`src/hw/dpfdd_pkg.sv`:
```
`default_nettype none
package dpfdd_pkg;
  typedef enum logic [1:0] {
    MODE_NORMAL = 2'b00,
    MODE_HOLDOVER = 2'b01,
    MODE_FREERUN = 2'b10
  } dpfdd_mode_type;

  typedef enum logic [1:0] {
    ROLE_PRIMARY = 2'b00,
    ROLE_SECONDARY = 2'b01,
    ROLE_SLAVE = 2'b10
  } dpfdd_role_type;

  typedef enum logic [1:0] {
    REF_8K = 2'b00,
    REF_E1 = 2'b01,
    REF_T1 = 2'b10,
    REF_BUS8M = 2'b11
  } dpfdd_ref_type;

  typedef struct packed {
    logic fastClk;
    logic busClk;
    logic e1Clk;
    logic t1Clk;
    logic busFramePulse_n;
  } dpfdd_clk_type;

  localparam int CORE_CLK_HZ = 10_000_000;
  localparam int STORE_PERIOD_MS = 32;
  localparam int STORE_PERIOD_CYC = STORE_PERIOD_MS * (CORE_CLK_HZ / 1000);
  localparam int SLOPE_STEP_PS = 7600;
  localparam int PHASE_LSB_PS = 1900;
  localparam int SLOPE_LIMIT_LSB = SLOPE_STEP_PS / PHASE_LSB_PS;
  localparam int ERR_W = 16;
  localparam int OFS_W = 32;
  localparam int FRAME_TICKS = 8192;
  localparam int FRAME_W = 13;
  localparam int FRAME_LOW_TICKS = 4;
  localparam int BUS_CLK_BIT = 2;
  localparam int E1_CLK_BIT = 4;
  localparam int T1_ACC_W = 13;
  localparam int T1_INC = 386;
  localparam logic [OFS_W-1:0] CENTRE_INC = 32'hD1B71759;
  localparam int NARROW_KI_SHIFT = 2;
  localparam int NARROW_KP_SHIFT = 8;
  localparam int WIDE_KP_SHIFT = 16;
  localparam logic [OFS_W-1:0] OFS_RESET = 32'h00000000;
endpackage
`default_nettype wire

```
`src/hw/dpfdd_nco.sv`:
```
`timescale 1ns/10ps
`default_nettype none
module dpfdd_nco #(
  parameter int ACC_W = 32
) (
  // Clock and reset
  input wire logic core_clk,
  input wire logic rst,
  // Step control
  input wire logic en,
  input wire logic [ACC_W-1:0] inc,
  // Overflow tick
  output var logic carry
);
  logic [ACC_W-1:0] acc_reg;
  logic [ACC_W:0] sum;

  assign sum = {1'b0, acc_reg} + {1'b0, inc};

  always_ff @(posedge core_clk) begin
    if (rst) begin
      acc_reg <= '0;
      carry <= 1'b0;
    end else begin
      carry <= en & sum[ACC_W];
      if (en) begin
        acc_reg <= sum[ACC_W-1:0];
      end
    end
  end
endmodule // dpfdd_nco
`default_nettype wire

```
`src/hw/dpfdd_filter_dco_divider.sv`:
```
`timescale 1ns/10ps
`default_nettype none
// What this block does
// - Limit phase step to 7.6 ns per 125 us
// - First-order filter gives oscillator frequency offset
// - Primary master, narrow reference: narrow 1.52 Hz setting
// - Bus-rate reference selects wide 100 kHz setting
// - Filter holds stored value for holdover
// - Oscillator step is centre plus offset
// - Normal mode locks oscillator to reference
// - Holdover keeps earlier normal-mode frequency
// - Freerun uses centre frequency, zero offset
// - Divider makes the internal fast clock
// - Divider makes bus, E1, T1 clocks, frame
// - Divided clocks have 50 percent duty
// - Bus clock rise while frame low marks boundary
// - 8 kHz reference rising edge places frame
// - E1/T1 reference: frame free, bus relation kept
// - Bus-rate reference: frame follows backplane frame
// - Feedback mux picks matching divider output
// - Slave and secondary: no step limit, track edges; wide setting only on bus-rate reference
// - Primary master loop is type 2 on narrow references; bus-rate path is proportional only
// - Discrete steps keep freerun error tiny
// - Holdover output stays on stored frequency
// - Freerun request in holdover enters freerun
// - Save every 32 ms alternately; restore older
module dpfdd_filter_dco_divider #(
  parameter int STORE_PERIOD_CYC = dpfdd_pkg::STORE_PERIOD_CYC,
  parameter logic [31:0] CENTRE_INC = dpfdd_pkg::CENTRE_INC
) (
  // Clock and reset
  input wire logic core_clk,
  input wire logic rst,
  // Mode control
  input wire dpfdd_pkg::dpfdd_mode_type modeSel,
  input wire dpfdd_pkg::dpfdd_role_type roleSel,
  input wire dpfdd_pkg::dpfdd_ref_type refSel,
  input wire logic freerunRequestBit,
  input wire logic lockedIn,
  // Phase error from detector
  input wire logic signed [15:0] phaseErr,
  input wire logic phaseErrValid,
  // Reference pins
  input wire logic ref8kIn,
  input wire logic bpFramePulseIn_n,
  // Clocks and status
  output var dpfdd_pkg::dpfdd_clk_type clkOut,
  output var logic feedbackOut,
  output var logic signed [31:0] freqOffsetOut,
  output var dpfdd_pkg::dpfdd_mode_type effModeOut
);
  localparam int LIM = dpfdd_pkg::SLOPE_LIMIT_LSB;
  localparam int CNT_W = $clog2(STORE_PERIOD_CYC + 1);

  dpfdd_pkg::dpfdd_mode_type effMode_reg;
  dpfdd_pkg::dpfdd_mode_type effMode_next;
  dpfdd_pkg::dpfdd_clk_type clkOut_reg;
  logic freerunLatch_reg;
  logic [1:0] pinS1_reg;
  logic [1:0] pinS2_reg;
  logic [1:0] pinS3_reg;
  logic [1:0] pinStable_reg;
  logic [1:0] pinPrev_reg;
  logic ref8kRise;
  logic bpFrameFall;
  logic limitOn;
  logic signed [15:0] limErr;
  logic signed [15:0] limErr_reg;
  logic errStb_reg;
  logic signed [31:0] errExt;
  logic signed [31:0] integ_reg;
  logic signed [31:0] filterOfs_reg;
  logic signed [31:0] freqOffset_reg;
  logic signed [31:0] store_reg [2];
  logic storePtr_reg;
  logic signed [31:0] holdValue_reg;
  logic [CNT_W-1:0] saveCnt_reg;
  logic saveTick;
  logic [31:0] dcoInc;
  logic fastTick;
  logic t1Tog;
  logic [12:0] frameCnt_reg;
  logic alignEvt;
  logic feedback_reg;

  assign clkOut = clkOut_reg;
  assign feedbackOut = feedback_reg;
  assign freqOffsetOut = freqOffset_reg;
  assign effModeOut = effMode_reg;

  // Modes are chosen by an outside state machine
  always_comb begin
    effMode_next = modeSel;
    if (modeSel == dpfdd_pkg::MODE_HOLDOVER && (freerunRequestBit || freerunLatch_reg)) begin
      effMode_next = dpfdd_pkg::MODE_FREERUN;
    end
  end

  // A pulse on the request is enough; held until holdover is left
  always_ff @(posedge core_clk) begin
    if (rst) begin
      freerunLatch_reg <= 1'b0;
      effMode_reg <= dpfdd_pkg::MODE_NORMAL;
    end else begin
      effMode_reg <= effMode_next;
      if (modeSel != dpfdd_pkg::MODE_HOLDOVER) begin
        freerunLatch_reg <= 1'b0;
      end else if (freerunRequestBit) begin
        freerunLatch_reg <= 1'b1;
      end
    end
  end

  // Pin synchronisers; a level counts once stages two and three agree
  always_ff @(posedge core_clk) begin
    if (rst) begin
      pinS1_reg <= 2'h3;
      pinS2_reg <= 2'h3;
      pinS3_reg <= 2'h3;
      pinStable_reg <= 2'h3;
      pinPrev_reg <= 2'h3;
    end else begin
      pinS1_reg <= {bpFramePulseIn_n, ref8kIn};
      pinS2_reg <= pinS1_reg;
      pinS3_reg <= pinS2_reg;
      pinPrev_reg <= pinStable_reg;
      for (int i = 0; i < 2; i++) begin
        if (pinS2_reg[i] == pinS3_reg[i]) begin
          pinStable_reg[i] <= pinS3_reg[i];
        end
      end
    end
  end

  assign ref8kRise = pinStable_reg[0] & ~pinPrev_reg[0];
  assign bpFrameFall = ~pinStable_reg[1] & pinPrev_reg[1];

  // Limiter only acts when the loop attenuates; bus-rate tracking must pass edges
  assign limitOn = roleSel == dpfdd_pkg::ROLE_PRIMARY && refSel != dpfdd_pkg::REF_BUS8M;

  always_comb begin
    limErr = phaseErr;
    if (limitOn && phaseErr > 16'(LIM)) begin
      limErr = 16'(LIM);
    end else if (limitOn && phaseErr < -16'(LIM)) begin
      limErr = -16'(LIM);
    end
  end

  always_ff @(posedge core_clk) begin
    if (rst) begin
      limErr_reg <= '0;
      errStb_reg <= 1'b0;
    end else begin
      errStb_reg <= phaseErrValid;
      if (phaseErrValid) begin
        limErr_reg <= limErr;
      end
    end
  end

  assign errExt = 32'(limErr_reg);

  // Proportional plus integral path forms the type 2 loop
  always_ff @(posedge core_clk) begin
    if (rst) begin
      integ_reg <= dpfdd_pkg::OFS_RESET;
      filterOfs_reg <= dpfdd_pkg::OFS_RESET;
    end else if (effMode_reg != dpfdd_pkg::MODE_NORMAL) begin
      // Preload so a return to normal starts from the held frequency
      integ_reg <= holdValue_reg;
      filterOfs_reg <= holdValue_reg;
    end else if (errStb_reg) begin
      if (refSel == dpfdd_pkg::REF_BUS8M) begin
        filterOfs_reg <= integ_reg + (errExt <<< dpfdd_pkg::WIDE_KP_SHIFT);
      end else begin
        integ_reg <= integ_reg + (errExt <<< dpfdd_pkg::NARROW_KI_SHIFT);
        filterOfs_reg <= integ_reg + (errExt <<< dpfdd_pkg::NARROW_KP_SHIFT);
      end
    end
  end

  // Save period counter
  always_ff @(posedge core_clk) begin
    if (rst) begin
      saveCnt_reg <= '0;
    end else if (saveTick) begin
      saveCnt_reg <= '0;
    end else begin
      saveCnt_reg <= saveCnt_reg + 1'b1;
    end
  end

  assign saveTick = saveCnt_reg == CNT_W'(STORE_PERIOD_CYC - 1);

  // Two alternating stores; the older is never younger than one period
  always_ff @(posedge core_clk) begin
    if (rst) begin
      store_reg[0] <= dpfdd_pkg::OFS_RESET;
      store_reg[1] <= dpfdd_pkg::OFS_RESET;
      storePtr_reg <= 1'b0;
    end else if (saveTick && lockedIn && effMode_reg == dpfdd_pkg::MODE_NORMAL) begin
      store_reg[storePtr_reg] <= filterOfs_reg;
      storePtr_reg <= ~storePtr_reg;
    end
  end

  always_ff @(posedge core_clk) begin
    if (rst) begin
      holdValue_reg <= dpfdd_pkg::OFS_RESET;
    end else if (effMode_next == dpfdd_pkg::MODE_HOLDOVER && effMode_reg == dpfdd_pkg::MODE_NORMAL) begin
      holdValue_reg <= store_reg[storePtr_reg];
    end
  end

  // Offset chosen per mode
  always_ff @(posedge core_clk) begin
    if (rst) begin
      freqOffset_reg <= dpfdd_pkg::OFS_RESET;
    end else begin
      case (effMode_reg)
        dpfdd_pkg::MODE_NORMAL: begin
          freqOffset_reg <= filterOfs_reg;
        end
        dpfdd_pkg::MODE_HOLDOVER: begin
          freqOffset_reg <= holdValue_reg;
        end
        default: begin
          freqOffset_reg <= dpfdd_pkg::OFS_RESET;
        end
      endcase
    end
  end

  // 32-bit step keeps frequency quantisation far below 0.03 ppm
  assign dcoInc = CENTRE_INC + freqOffset_reg;

  // Fast tick runs scaled below the core clock; it stands in for the fast clock
  dpfdd_nco #(.ACC_W(32)) uDco (
    .core_clk(core_clk),
    .rst(rst),
    .en(1'b1),
    .inc(dcoInc),
    .carry(fastTick)
  );

  dpfdd_nco #(.ACC_W(dpfdd_pkg::T1_ACC_W)) uT1 (
    .core_clk(core_clk),
    .rst(rst),
    .en(fastTick),
    .inc(13'(dpfdd_pkg::T1_INC)),
    .carry(t1Tog)
  );

  // E1/T1 references never realign, so their frame phase is arbitrary
  assign alignEvt = effMode_reg == dpfdd_pkg::MODE_NORMAL &&
    ((refSel == dpfdd_pkg::REF_8K && ref8kRise) ||
     (refSel == dpfdd_pkg::REF_BUS8M && bpFrameFall));

  always_ff @(posedge core_clk) begin
    if (rst) begin
      frameCnt_reg <= '0;
    end else if (alignEvt) begin
      frameCnt_reg <= '0;
    end else if (fastTick) begin
      frameCnt_reg <= frameCnt_reg + 1'b1;
    end
  end

  // Bus, E1 and frame outputs decode one counter, so frame and bus clock cannot drift apart
  always_ff @(posedge core_clk) begin
    if (rst) begin
      clkOut_reg <= 5'h01;
    end else begin
      clkOut_reg.fastClk <= fastTick;
      clkOut_reg.busClk <= ~frameCnt_reg[dpfdd_pkg::BUS_CLK_BIT];
      clkOut_reg.e1Clk <= ~frameCnt_reg[dpfdd_pkg::E1_CLK_BIT];
      clkOut_reg.t1Clk <= clkOut_reg.t1Clk ^ t1Tog;
      clkOut_reg.busFramePulse_n <= ~(frameCnt_reg >= 13'(dpfdd_pkg::FRAME_TICKS - dpfdd_pkg::FRAME_LOW_TICKS) ||
        frameCnt_reg < 13'(dpfdd_pkg::FRAME_LOW_TICKS));
    end
  end

  // Feedback mux
  always_ff @(posedge core_clk) begin
    if (rst) begin
      feedback_reg <= 1'b0;
    end else begin
      case (refSel)
        dpfdd_pkg::REF_8K: feedback_reg <= clkOut_reg.busFramePulse_n;
        dpfdd_pkg::REF_E1: feedback_reg <= clkOut_reg.e1Clk;
        dpfdd_pkg::REF_T1: feedback_reg <= clkOut_reg.t1Clk;
        default: feedback_reg <= clkOut_reg.busClk;
      endcase
    end
  end
endmodule // dpfdd_filter_dco_divider
`default_nettype wire

```
`config.mk`:
```
export PLATFORM = sky130hd
export DESIGN_NAME = dpfdd_filter_dco_divider
export DESIGN_NICKNAME = d
export VERILOG_FILES = /design/src/hw/dpfdd_pkg.sv /design/src/hw/dpfdd_nco.sv /design/src/hw/dpfdd_filter_dco_divider.sv
export SDC_FILE = /design/constraint.sdc
export NUM_CORES = 1
export LEC_CHECK = 0
export ABC_AREA = 1
export ABC_CLOCK_PERIOD_IN_PS = 5340
export BUFFER_PORTS_ARGS = -buffer_cell sky130_fd_sc_hd__buf_2
export CORE_MARGIN = 2
export CORE_UTILIZATION = 40
export CTS_CLUSTER_DIAMETER = 100
export CTS_CLUSTER_SIZE = 10
export DETAILED_ROUTE_END_ITERATION = 12
export SYNTH_ARGS = -nofsm -noshare
export SYNTH_HDL_FRONTEND = slang
export SYNTH_HIERARCHICAL = 1
export SYNTH_SLANG_ARGS = --single-unit
```
`constraint.sdc`:
```
create_clock -name core_clk -period 5.34 [get_ports core_clk]
set_input_delay 1.068 -clock core_clk [delete_from_list [all_inputs] [get_ports core_clk]]
set_output_delay 1.068 -clock core_clk [all_outputs]
set_load 0.02 [all_outputs]
```
### Word level (Yosys, flattened, before mapping)

Memories as Yosys holds them, arrays and structs flattened. A register that Yosys moved wholly into a read port is not among the register bits.
Cells that the tools add are included.

* reductions and logical operators: 23
* multipliers: 0
* shift-type cells: 0
* muxes and demuxes: 19
* $lt $le $gt $ge: 4
* divide/modulo/power cells: 0
* add/sub/neg operators: 8
* bitwise logic cells: 10
* eq/ne operators: 12

Operators by type and width (number)
* 32-bit two-way mux: 7
* 32-bit one-hot mux with 2 select lines: 1
* 32-bit by 32-bit adder with 33-bit output: 1
* 32-bit by 18-bit adder with 32-bit output: 1
* 32-bit by 24-bit adder with 32-bit output: 1
* 32-bit adder: 1
* 32-bit adder (first input constant): 1
* 16-bit two-way mux: 2
* 32-bit OR reduction: 1
* 19-bit by 1-bit adder with 19-bit output (second input constant): 1
* 19-bit equality test (second input constant): 1
* 16-bit by 4-bit > comparator with 1-bit output (second input constant): 1
* 16-bit by 3-bit < comparator with 1-bit output (second input constant): 1
* 13-bit by 9-bit adder with 14-bit output (second input constant): 1
* 13-bit by 1-bit adder with 13-bit output (second input constant): 1
* 13-bit greater-or-equal comparator (second input constant): 1
* 13-bit by 3-bit < comparator with 1-bit output (second input constant): 1
* 1-bit logical AND: 10
* 2-bit by 1-bit equality test with 1-bit output (second input constant): 4
* 1-bit two-way mux: 7
* 2-bit zero test: 3
* 1-bit inverter: 6
* 2-bit OR reduction: 3
* 2-bit equality test (second input constant): 2
* 10 further kinds: 17

* register bits: 212
* input bits: 29
* bits in writable memories: 64
* output and inout port bits: 40
* word-level logic and storage cells: 103
* memory bits (read-only): 0
* bits in latches: 0
* memories kept: 1

Memory list
* store_reg: depth 2, bits a word 32, rd ports 1, clocked after Yosys merged registers in 1, wr ports 2, line dpfdd_filter_dco_divider.sv:74 `logic signed [31:0] store_reg [2];`

### Longest topological paths before layout

Gate-level depths: netlist of the first run.

* depth after elaboration: 8
* mapped depth: 25
* depth with buffers taken out: 25

### Hierarchy

The synthesis of the first run kept the hierarchy.

By module, submodules not included
* dpfdd_filter_dco_divider: sequential area each 5865.6 µm², area each 15433.6 µm², cells each 2274, times used 1
* dpfdd_nco at uDco: sequential area each 660.6 µm², area each 3673.5 µm², cells each 666, times used 1
* dpfdd_nco at uT1: sequential area each 280.3 µm², area each 1267.5 µm², cells each 215, times used 1

### Least setup slack after synthesis of the first run

Ideal clock, no wire load.

* kind: input-to-reg
* start: input rst
* end: memory store_reg[1][0], enable pin
* required time: 4.951 ns
* library setup time: 0.389 ns
* slack: 2.311 ns
* stages on the path: 4
* data arrival time: 2.640 ns
* buffers on the path: 2
* path through: clkbuf_1 clkinv_1 clkbuf_1 nand2_1

RTL lines
* start, declared: line dpfdd_filter_dco_divider.sv:33 `input wire logic rst,`
* end, declared: line dpfdd_filter_dco_divider.sv:74

### Worst setup path after layout of the first run

* start: register freqOffset_reg[4], in the netlist freqOffsetOut[4]
* end: register uDco.acc_reg[28]

* cells in the longest elaborated chain, start to end: 2

RTL lines
* start, declared: line dpfdd_filter_dco_divider.sv:73 `logic signed [31:0] freqOffset_reg;`
* start signal, assigned: line dpfdd_filter_dco_divider.sv:219 `freqOffset_reg <= dpfdd_pkg::OFS_RESET;`
* start signal, assigned: line dpfdd_filter_dco_divider.sv:223 `freqOffset_reg <= filterOfs_reg;`
* start signal, assigned: line dpfdd_filter_dco_divider.sv:226 `freqOffset_reg <= holdValue_reg;`
* 32-bit adder: line dpfdd_filter_dco_divider.sv:236 `assign dcoInc = CENTRE_INC + freqOffset_reg;`
* net dcoInc[19]: line dpfdd_filter_dco_divider.sv:79 `logic [31:0] dcoInc;`
* 32-bit by 32-bit adder with 33-bit output: line dpfdd_nco.sv:18 `assign sum = {1'b0, acc_reg} + {1'b0, inc};`
* end signal, assigned: line dpfdd_nco.sv:27 `acc_reg <= sum[ACC_W-1:0];`
* end, declared: line dpfdd_nco.sv:15 `logic [ACC_W-1:0] acc_reg;`

The timed path passes the listed nets, and every way through them passes these cells.
A chain may end at the register's enable or synchronous reset.

==> results.yml, run 1 <==
run_status:
  status: "finished, final reports clean"
placed_design:
  place_area_mm2: 0.0214
  io_buffer_count: 68
  gp_congestion: 0.996
  pre_cts_ws_ps: 1950
  dp_hpwl_mm: 48.8
timing:
  slew_headroom: 0.259
  slew_viol_final: 0
  setup_tns_ps: 0
  finalCritPeriodShare: 0.634
  worst_slew_pin_slew_ps: 1110
  skew_ps: 22.8
  timing.final.hold_violations: 0
  min_period_ps: 3390
  setup_viol_count_final: 0
  clock.fmax_mhz: 295
  grt_setup_unrepaired: "false"
  worst_slack_ps: 1950
  holdWs_ps: 402
power:
  ir_drop_mv: 0.179
  switchingPower_mw: 1.87
  swShare: 0.308
  clkPwrFrac: 0.380
  pwr-share-seq: 0.431
  leakagePower_nw: 10.9
  power.density_mw_per_mm2: 270
  power_frac_comb: 0.189
  intPower_mw: 4.19
final_layout:
  drive_above_1_share: 0.0671
  largest_register_ffs: 64
  design_area_mm2: 0.0224
  synthToLayoutAreaGrowth_pct: 10.1
  final_nets: 3355
  fill_cells: 5227
worst_setup_path:
  arrival_ps: 3820
  crit_type: "flop to flop"
  cp-start-kind: "flop"
  r2r_setup_slack_ps: 1950
  rr_startpoint: "freqOffsetOut[4]"
  crit_fanout: 5
  cp.required_ps: 5780
  rr_endpoint: "uDco/acc_reg[28]"
  r2r_cells: 22
  critPathCaptureType: "flop"
worst_hold_path:
  hp-class: "flop to flop"
  hold-path-endpoint: "pinS2_reg[1]"
  holdPathStages: 1
  hp-start: "pinS1_reg[1]"
floorplan:
  std_cell_rows: 82
  fp.coreArea_mm2: 0.0502
  die_x_um: 230
  dieArea_mm2: 0.0528
  io-pin-count: 69
  initial_core_util: 0.406
  die_h_um: 230
drt:
  vias: 19985
  avgRoutedWirePerCell_um: 16.6
  vias_per_cell: 5.12
  dr.first_iter.drc_count: 1370
  drc: 0
  firstDrtPassIters: 5
  ant_nets: 0
  drt-total-wl_mm: 64.8
logic_synthesis:
  synth_edf_count: 64
  yosys_register_bits: 308
  ys_types: 53
  yosysSeqAreaShare: 0.334
  syn_inst: 3155
  syn_avg_cell_area_um2: 6.46
  async_flop_share: 0
  synth_ff_type: "dfxtp_1"
  syn_area_mm2: 0.0204
  ys_warn_count: 6
global_routing:
  first_global_vias: 19033
  grt_pass1_wl_mm: 102
  grt_max_degree: 79
  grt_overflow: 0
  antenna_found_initial: 0
  grt.total_usage: 0.242
cts:
  clk_latency_ps: 560
  root_buffer: "clkbuf_16"
  ctsHoldBuffers: 0
  ctsResizeCount: 0
  h-tree-depth: 2
  path_clk_slew_ps: 60
  clock-sinks: 308
  cts_buffers: 36
  cts_tree: "done"
  clock_path_buffers: 3
  post_cts_buffers: 0
flow_run:
  cap_violations: 0
==> per-stage QoR <==
step                      utilization  instances  total power [mW]
after floorplan                     -       3168              3.46
after global placement          0.426       3847              3.76
after detailed placement        0.426       3847              3.78
after CTS                       0.447       3904              6.11
after global routing            0.447       3904              6.36
final                           0.447       3905              6.06
==> synth_stat cells (all sizes together), types with 4 or more instances <==
cell,number,area share
a21oi,200,0.049
a31oi,55,0.017
buf,25,0.0081
clkbuf,53,0.0098
dfxtp,244,0.24
edfxtp,64,0.094
fa,5,0.0049
ha,108,0.066
inv,481,0.089
nand2,1033,0.19
nand3,171,0.045
nand3b,14,0.0052
nand4,38,0.012
nor2,342,0.066
nor3,30,0.0081
nor3b,4,0.0015
nor4,8,0.0025
o211ai,9,0.0033
o21ai,141,0.035
or2,22,0.0068
xnor2,20,0.0086
xor2,58,0.025
==> per-layer routing <==
layer / routed length (µm) / track usage / vias up
met5: 0 / 0 / -
met4: 2160 / 0.0899 / 0
met3: 3200 / 0.0267 / 123
met2: 30100 / 0.410 / 555
met1: 29400 / 0.317 / 9191
li1: - / - / 10116
==> cells by family after synthesis <==
family / count (synthesis) / share of synthesized area
mux: 2 / 0.000983
buf+inv: 562 / 0.107
other cells: 2 / 0.000369
xor+xnor: 78 / 0.0335
flops: 308 / 0.334
fa+ha+maj: 113 / 0.0712
compound gates: 422 / 0.111
simple gates: 1668 / 0.342
==> critical path, cell delays in order (launching register included) <==
cell	delay, ps
dfxtp_1	430
nor2_1	90
nand2_1	180
nand2_1	70
nand2_1	110
nand2_1	70
nand2_1	150
nand2_1	60
o21ai_0	280
nand2_1	150
nand2_1	110
xor2_1	220
ha_1	340
nand2_1	160
inv_1	50
a21oi_1	220
nand2_1	130
a21oi_1	190
nand2_1	70
nand2_1	60
nand3_1	60
nand2_1	60
inv_1	40
==> power by group through the flow <==
stage                     Combinational (mW)  Sequential (mW)  Clock (mW)
final                                   1.14             2.61        2.31
after global placement                  1.11             2.65           0
after detailed placement                1.12             2.66           0
after global routing                    1.29             2.62        2.45
after floorplan                        0.835             2.62           0
after CTS                               1.13             2.61        2.37
==> cell usage in the layout (no fill, tap or decap), drive strengths merged, types with 3 or more instances in the layout <==
cell,Yosys,final
nand2,1033,1033
inv,481,482
nor2,342,342
dfxtp,244,244
a21oi,200,200
nand3,171,171
o21ai,141,141
ha,108,108
buf,25,85
edfxtp,64,64
xor2,58,58
clkbuf,53,56
a31oi,55,55
nand4,38,38
nor3,30,30
or2,22,22
xnor2,20,20
conb,2,15
nand3b,14,14
o211ai,9,9
nor4,8,8
fa,5,5
nor3b,4,4
o21a,3,3
and2,3,3
and3,3,3
clkinv,3,3
==> worst max path at each step <==
stage | startpoint | end | slack [ps] | depth (start not counted)
floorplan | rst | store_reg[1][0] | 2310 | 4
global placement | freqOffsetOut[4] | uDco/acc_reg[28] | 2050 | 22
detailed placement | freqOffsetOut[4] | uDco/acc_reg[28] | 1950 | 22
CTS | freqOffsetOut[4] | uDco/acc_reg[28] | 1920 | 22
global route | freqOffsetOut[4] | uDco/acc_reg[28] | 1500 | 22
finish | freqOffsetOut[4] | uDco/acc_reg[28] | 1950 | 22
==> layout make-up <==
cell class	instances	area, µm²	area share
Multi-Input combinational cell	2298	11500	0.510
Clock buffer	56	1030	0.0458
Antenna cell	1	2.50	0.000112
Tap cell	672	841	0.0375
Inverter	484	1820	0.0810
Clock inverter	1	16.3	0.000725
Timing Repair Buffer	85	470	0.0210
Sequential cell	308	6810	0.303
No activity file was read; power rests on OpenSTA's default activity.
==> run 2: changes to the inputs <==
--- a/config.mk
+++ b/config.mk
@@ -5,8 +5,8 @@
 export SDC_FILE = /design/constraint.sdc
 export NUM_CORES = 1
 export LEC_CHECK = 0
-export ABC_AREA = 1
-export ABC_CLOCK_PERIOD_IN_PS = 5340
+export ABC_AREA = 0
+export ABC_CLOCK_PERIOD_IN_PS = 3400
 export BUFFER_PORTS_ARGS = -buffer_cell sky130_fd_sc_hd__buf_2
 export CORE_MARGIN = 2
 export CORE_UTILIZATION = 40
==> constraint.sdc (replaced) <==
create_clock -name core_clk -period 3.4 [get_ports core_clk]
set_input_delay 0.68 -clock core_clk [delete_from_list [all_inputs] [get_ports core_clk]]
set_output_delay 0.68 -clock core_clk [all_outputs]
set_load 0.02 [all_outputs]
==> results.yml, run 2 <==
run_status:
  status: "finished, violations left"
  violations: "setup timing"
final_layout:
  drive_above_1_share: 0.163
  diodes: 0
  final_nets: 2330
  final_core_util: 0.476
  layout.cells.most_common_list: "dfxtp_1 (237), nor2_1 (207), nand2_1 (159)"
  largest_register_ffs: 64
  synthToLayoutAreaGrowth_pct: 17.3
  final_common_cell: "dfxtp_1"
logic_synthesis:
  synth_largest_area_cell: "dfxtp_1"
  syn_avg_cell_area_um2: 8.82
  yosys_register_bits: 308
  yosysMostFrequentCell: "dfxtp_1"
  syn_area_mm2: 0.0180
  synthXorXnorAreaFrac: 0.0648
  synth_mux_area_frac: 0.0545
  synth_edf_count: 64
  synth_top_area_share: 0.272
  synth_ff_type: "dfxtp_1"
  syn_inst: 2039
  synthAdderAreaFrac: 0.0807
  ys_warn_count: 6
  synth_top_family_by_area: "compound AO/OA/AOI/OAI gates"
  synth_area_leaders: "dfxtp_1 (27%), edfxtp_1 (11%), ha_1 (7.5%), mux2i_1 (5.0%), a21oi_1 (4.6%)"
  ys_types: 89
  async_flop_share: 0
  yosys-top-cells-count: "dfxtp_1 (244), nor2_1 (214), a21oi_1 (164)"
  yosysSeqAreaShare: 0.378
  synth_compound_area_frac: 0.208
  synth-simple-area-share: 0.184
power:
  ir_drop_mv: 0.353
  pwr-share-seq: 0.422
  intPower_mw: 6.85
  power.density_mw_per_mm2: 460
  switchingPower_mw: 2.86
  power_frac_comb: 0.215
  leakagePower_nw: 8.36
  finalPower_mw: 9.71
  clkPwrFrac: 0.363
  swShare: 0.294
cts:
  root_buffer: "clkbuf_16"
  cts_buffers: 36
  path_clk_slew_ps: 60
  clock-sinks: 308
  clk_latency_ps: 540
  ctsHoldBuffers: 0
  clock_path_buffers: 3
  h-tree-depth: 2
  cts_tree: "done"
worst_hold_path:
  hp-class: "input port to flop"
  hp-start: "ref8kIn"
worst_setup_path:
  cp-start-kind: "flop"
  crit_fanout: 3
  arrival_ps: 3890
  crit_start: "freqOffsetOut[0]"
  cp.required_ps: 3830
  crit_type: "flop to flop"
  critPathCaptureType: "flop"
  rr_startpoint: "freqOffsetOut[0]"
  r2r_setup_slack_ps: -60
floorplan:
  die_h_um: 216
  initial_core_util: 0.406
  fp.coreArea_mm2: 0.0443
  dieArea_mm2: 0.0467
  die_x_um: 216
  io-pin-count: 69
  std_cell_rows: 77
timing:
  timing.final.hold_violations: 0
  finalCritPeriodShare: 1.02
  skew_ps: 19.4
  clock.fmax_mhz: 289
  min_period_ps: 3460
  worst_slack_ps: -64.9
  grt_setup_unrepaired: "true"
  worst_slew_pin_slew_ps: 1490
  slew_viol_final: 0
  setup_viol_count_final: 6
  slew_headroom: 0.00382
placed_design:
  dp_hpwl_mm: 36.1
  io_buffer_count: 68
  gp_congestion: 0.907
global_routing:
  grt.total_usage: 0.209
  grt_overflow: 0
  grt_pass1_wl_mm: 79.8
  grt_max_degree: 83
  antenna_found_initial: 0
  first_global_vias: 14896
drt:
  drt-total-wl_mm: 49.7
  vias: 15437
  dr.first_iter.drc_count: 1016
  vias_per_cell: 5.52
  ant_nets: 0
  drc: 0
  firstDrtPassIters: 7
  avgRoutedWirePerCell_um: 17.8
flow_run:
  cap_violations: 0
run 2: final timing paths:
check / cells after the start / end
worst max-delay path: 16 / uDco/acc_reg[29]
worst min-delay path: 2 / pinS1_reg[0]
worst min register to register: 1 / pinS2_reg[0]
worst max register to register: 16 / uDco/acc_reg[29]
run 2: area by class of cell:
cell class / count / area, µm²
clock buffers: 54 / 1000
repair buffers: 197 / 1380
multi-input cells: 1609 / 11000
fillers: 4193 / 23200
clock inverters: 2 / 17.5
well taps: 592 / 741
inverters: 36 / 135
flip-flops and latches: 308 / 6820
run 2: cells by family (layout without fill, tap and decap cells):
kind of cell,Yosys count,count (layout)
simple gates,676,676
compound gates,574,574
flops,308,308
buf+inv,137,289
xor+xnor,133,133
fa+ha+maj,113,113
mux,96,96
other cells,2,17
run 2: power groups by stage:
| stage | Clock, mW | Combinational [mW] | Sequential (mW) |
|---|---|---|---|
| global placement | 0 | 1.84 | 4.16 |
| CTS | 3.60 | 1.96 | 4.09 |
| floorplan | 0 | 1.25 | 4.12 |
| global route | 3.73 | 2.29 | 4.12 |
| detailed placement | 0 | 1.87 | 4.17 |
| finish | 3.52 | 2.09 | 4.10 |
run 2: stage by stage:
| stage | setup slack (ps) | setup TNS (ps) | hold WS, ps | instance area [µm²] | instances |
|---|---|---|---|---|---|
| 6_report | -64.9 | -172 | 342 | 21100 | 2798 |
| 5_1_grt | -246 | -1900 | 334 | 21100 | 2798 |
| 4_1_cts | -90.1 | -450 | 320 | 20900 | 2794 |
| 3_5_place_dp | -256 | -1360 | 410 | 19700 | 2725 |
| 3_3_place_gp | -193 | -842 | 395 | 19700 | 2725 |
| 2_1_floorplan | -0.285 | -0.285 | 389 | 18100 | 2054 |
run 2: what timing repair did:
item                       CTS  global route
pin swaps                   34            34
setup endpoints to repair   10            18
buffers inserted            13             5
resized for setup           39            38
run 2: per-layer routing:
metal  share of wire  wire (µm)  GRT usage
met3           0.048       2390     0.0267
met4           0.020        975     0.0534
met5               0          0          0
met1            0.48      23800      0.290
met2            0.45      22600      0.344
run 2: worst max-delay path: stages (launching register included):
cell	delay, ps
dfxtp_4	360
ha_4	160
a211o_1	290
a21oi_2	170
o21ai_2	80
a21oi_2	190
nor2_2	70
o21ai_2	130
buf_4	130
xor2_1	140
ha_1	280
a21oi_2	200
o21ai_2	90
or2_4	250
o21a_1	180
or3_1	370
a32o_1	260
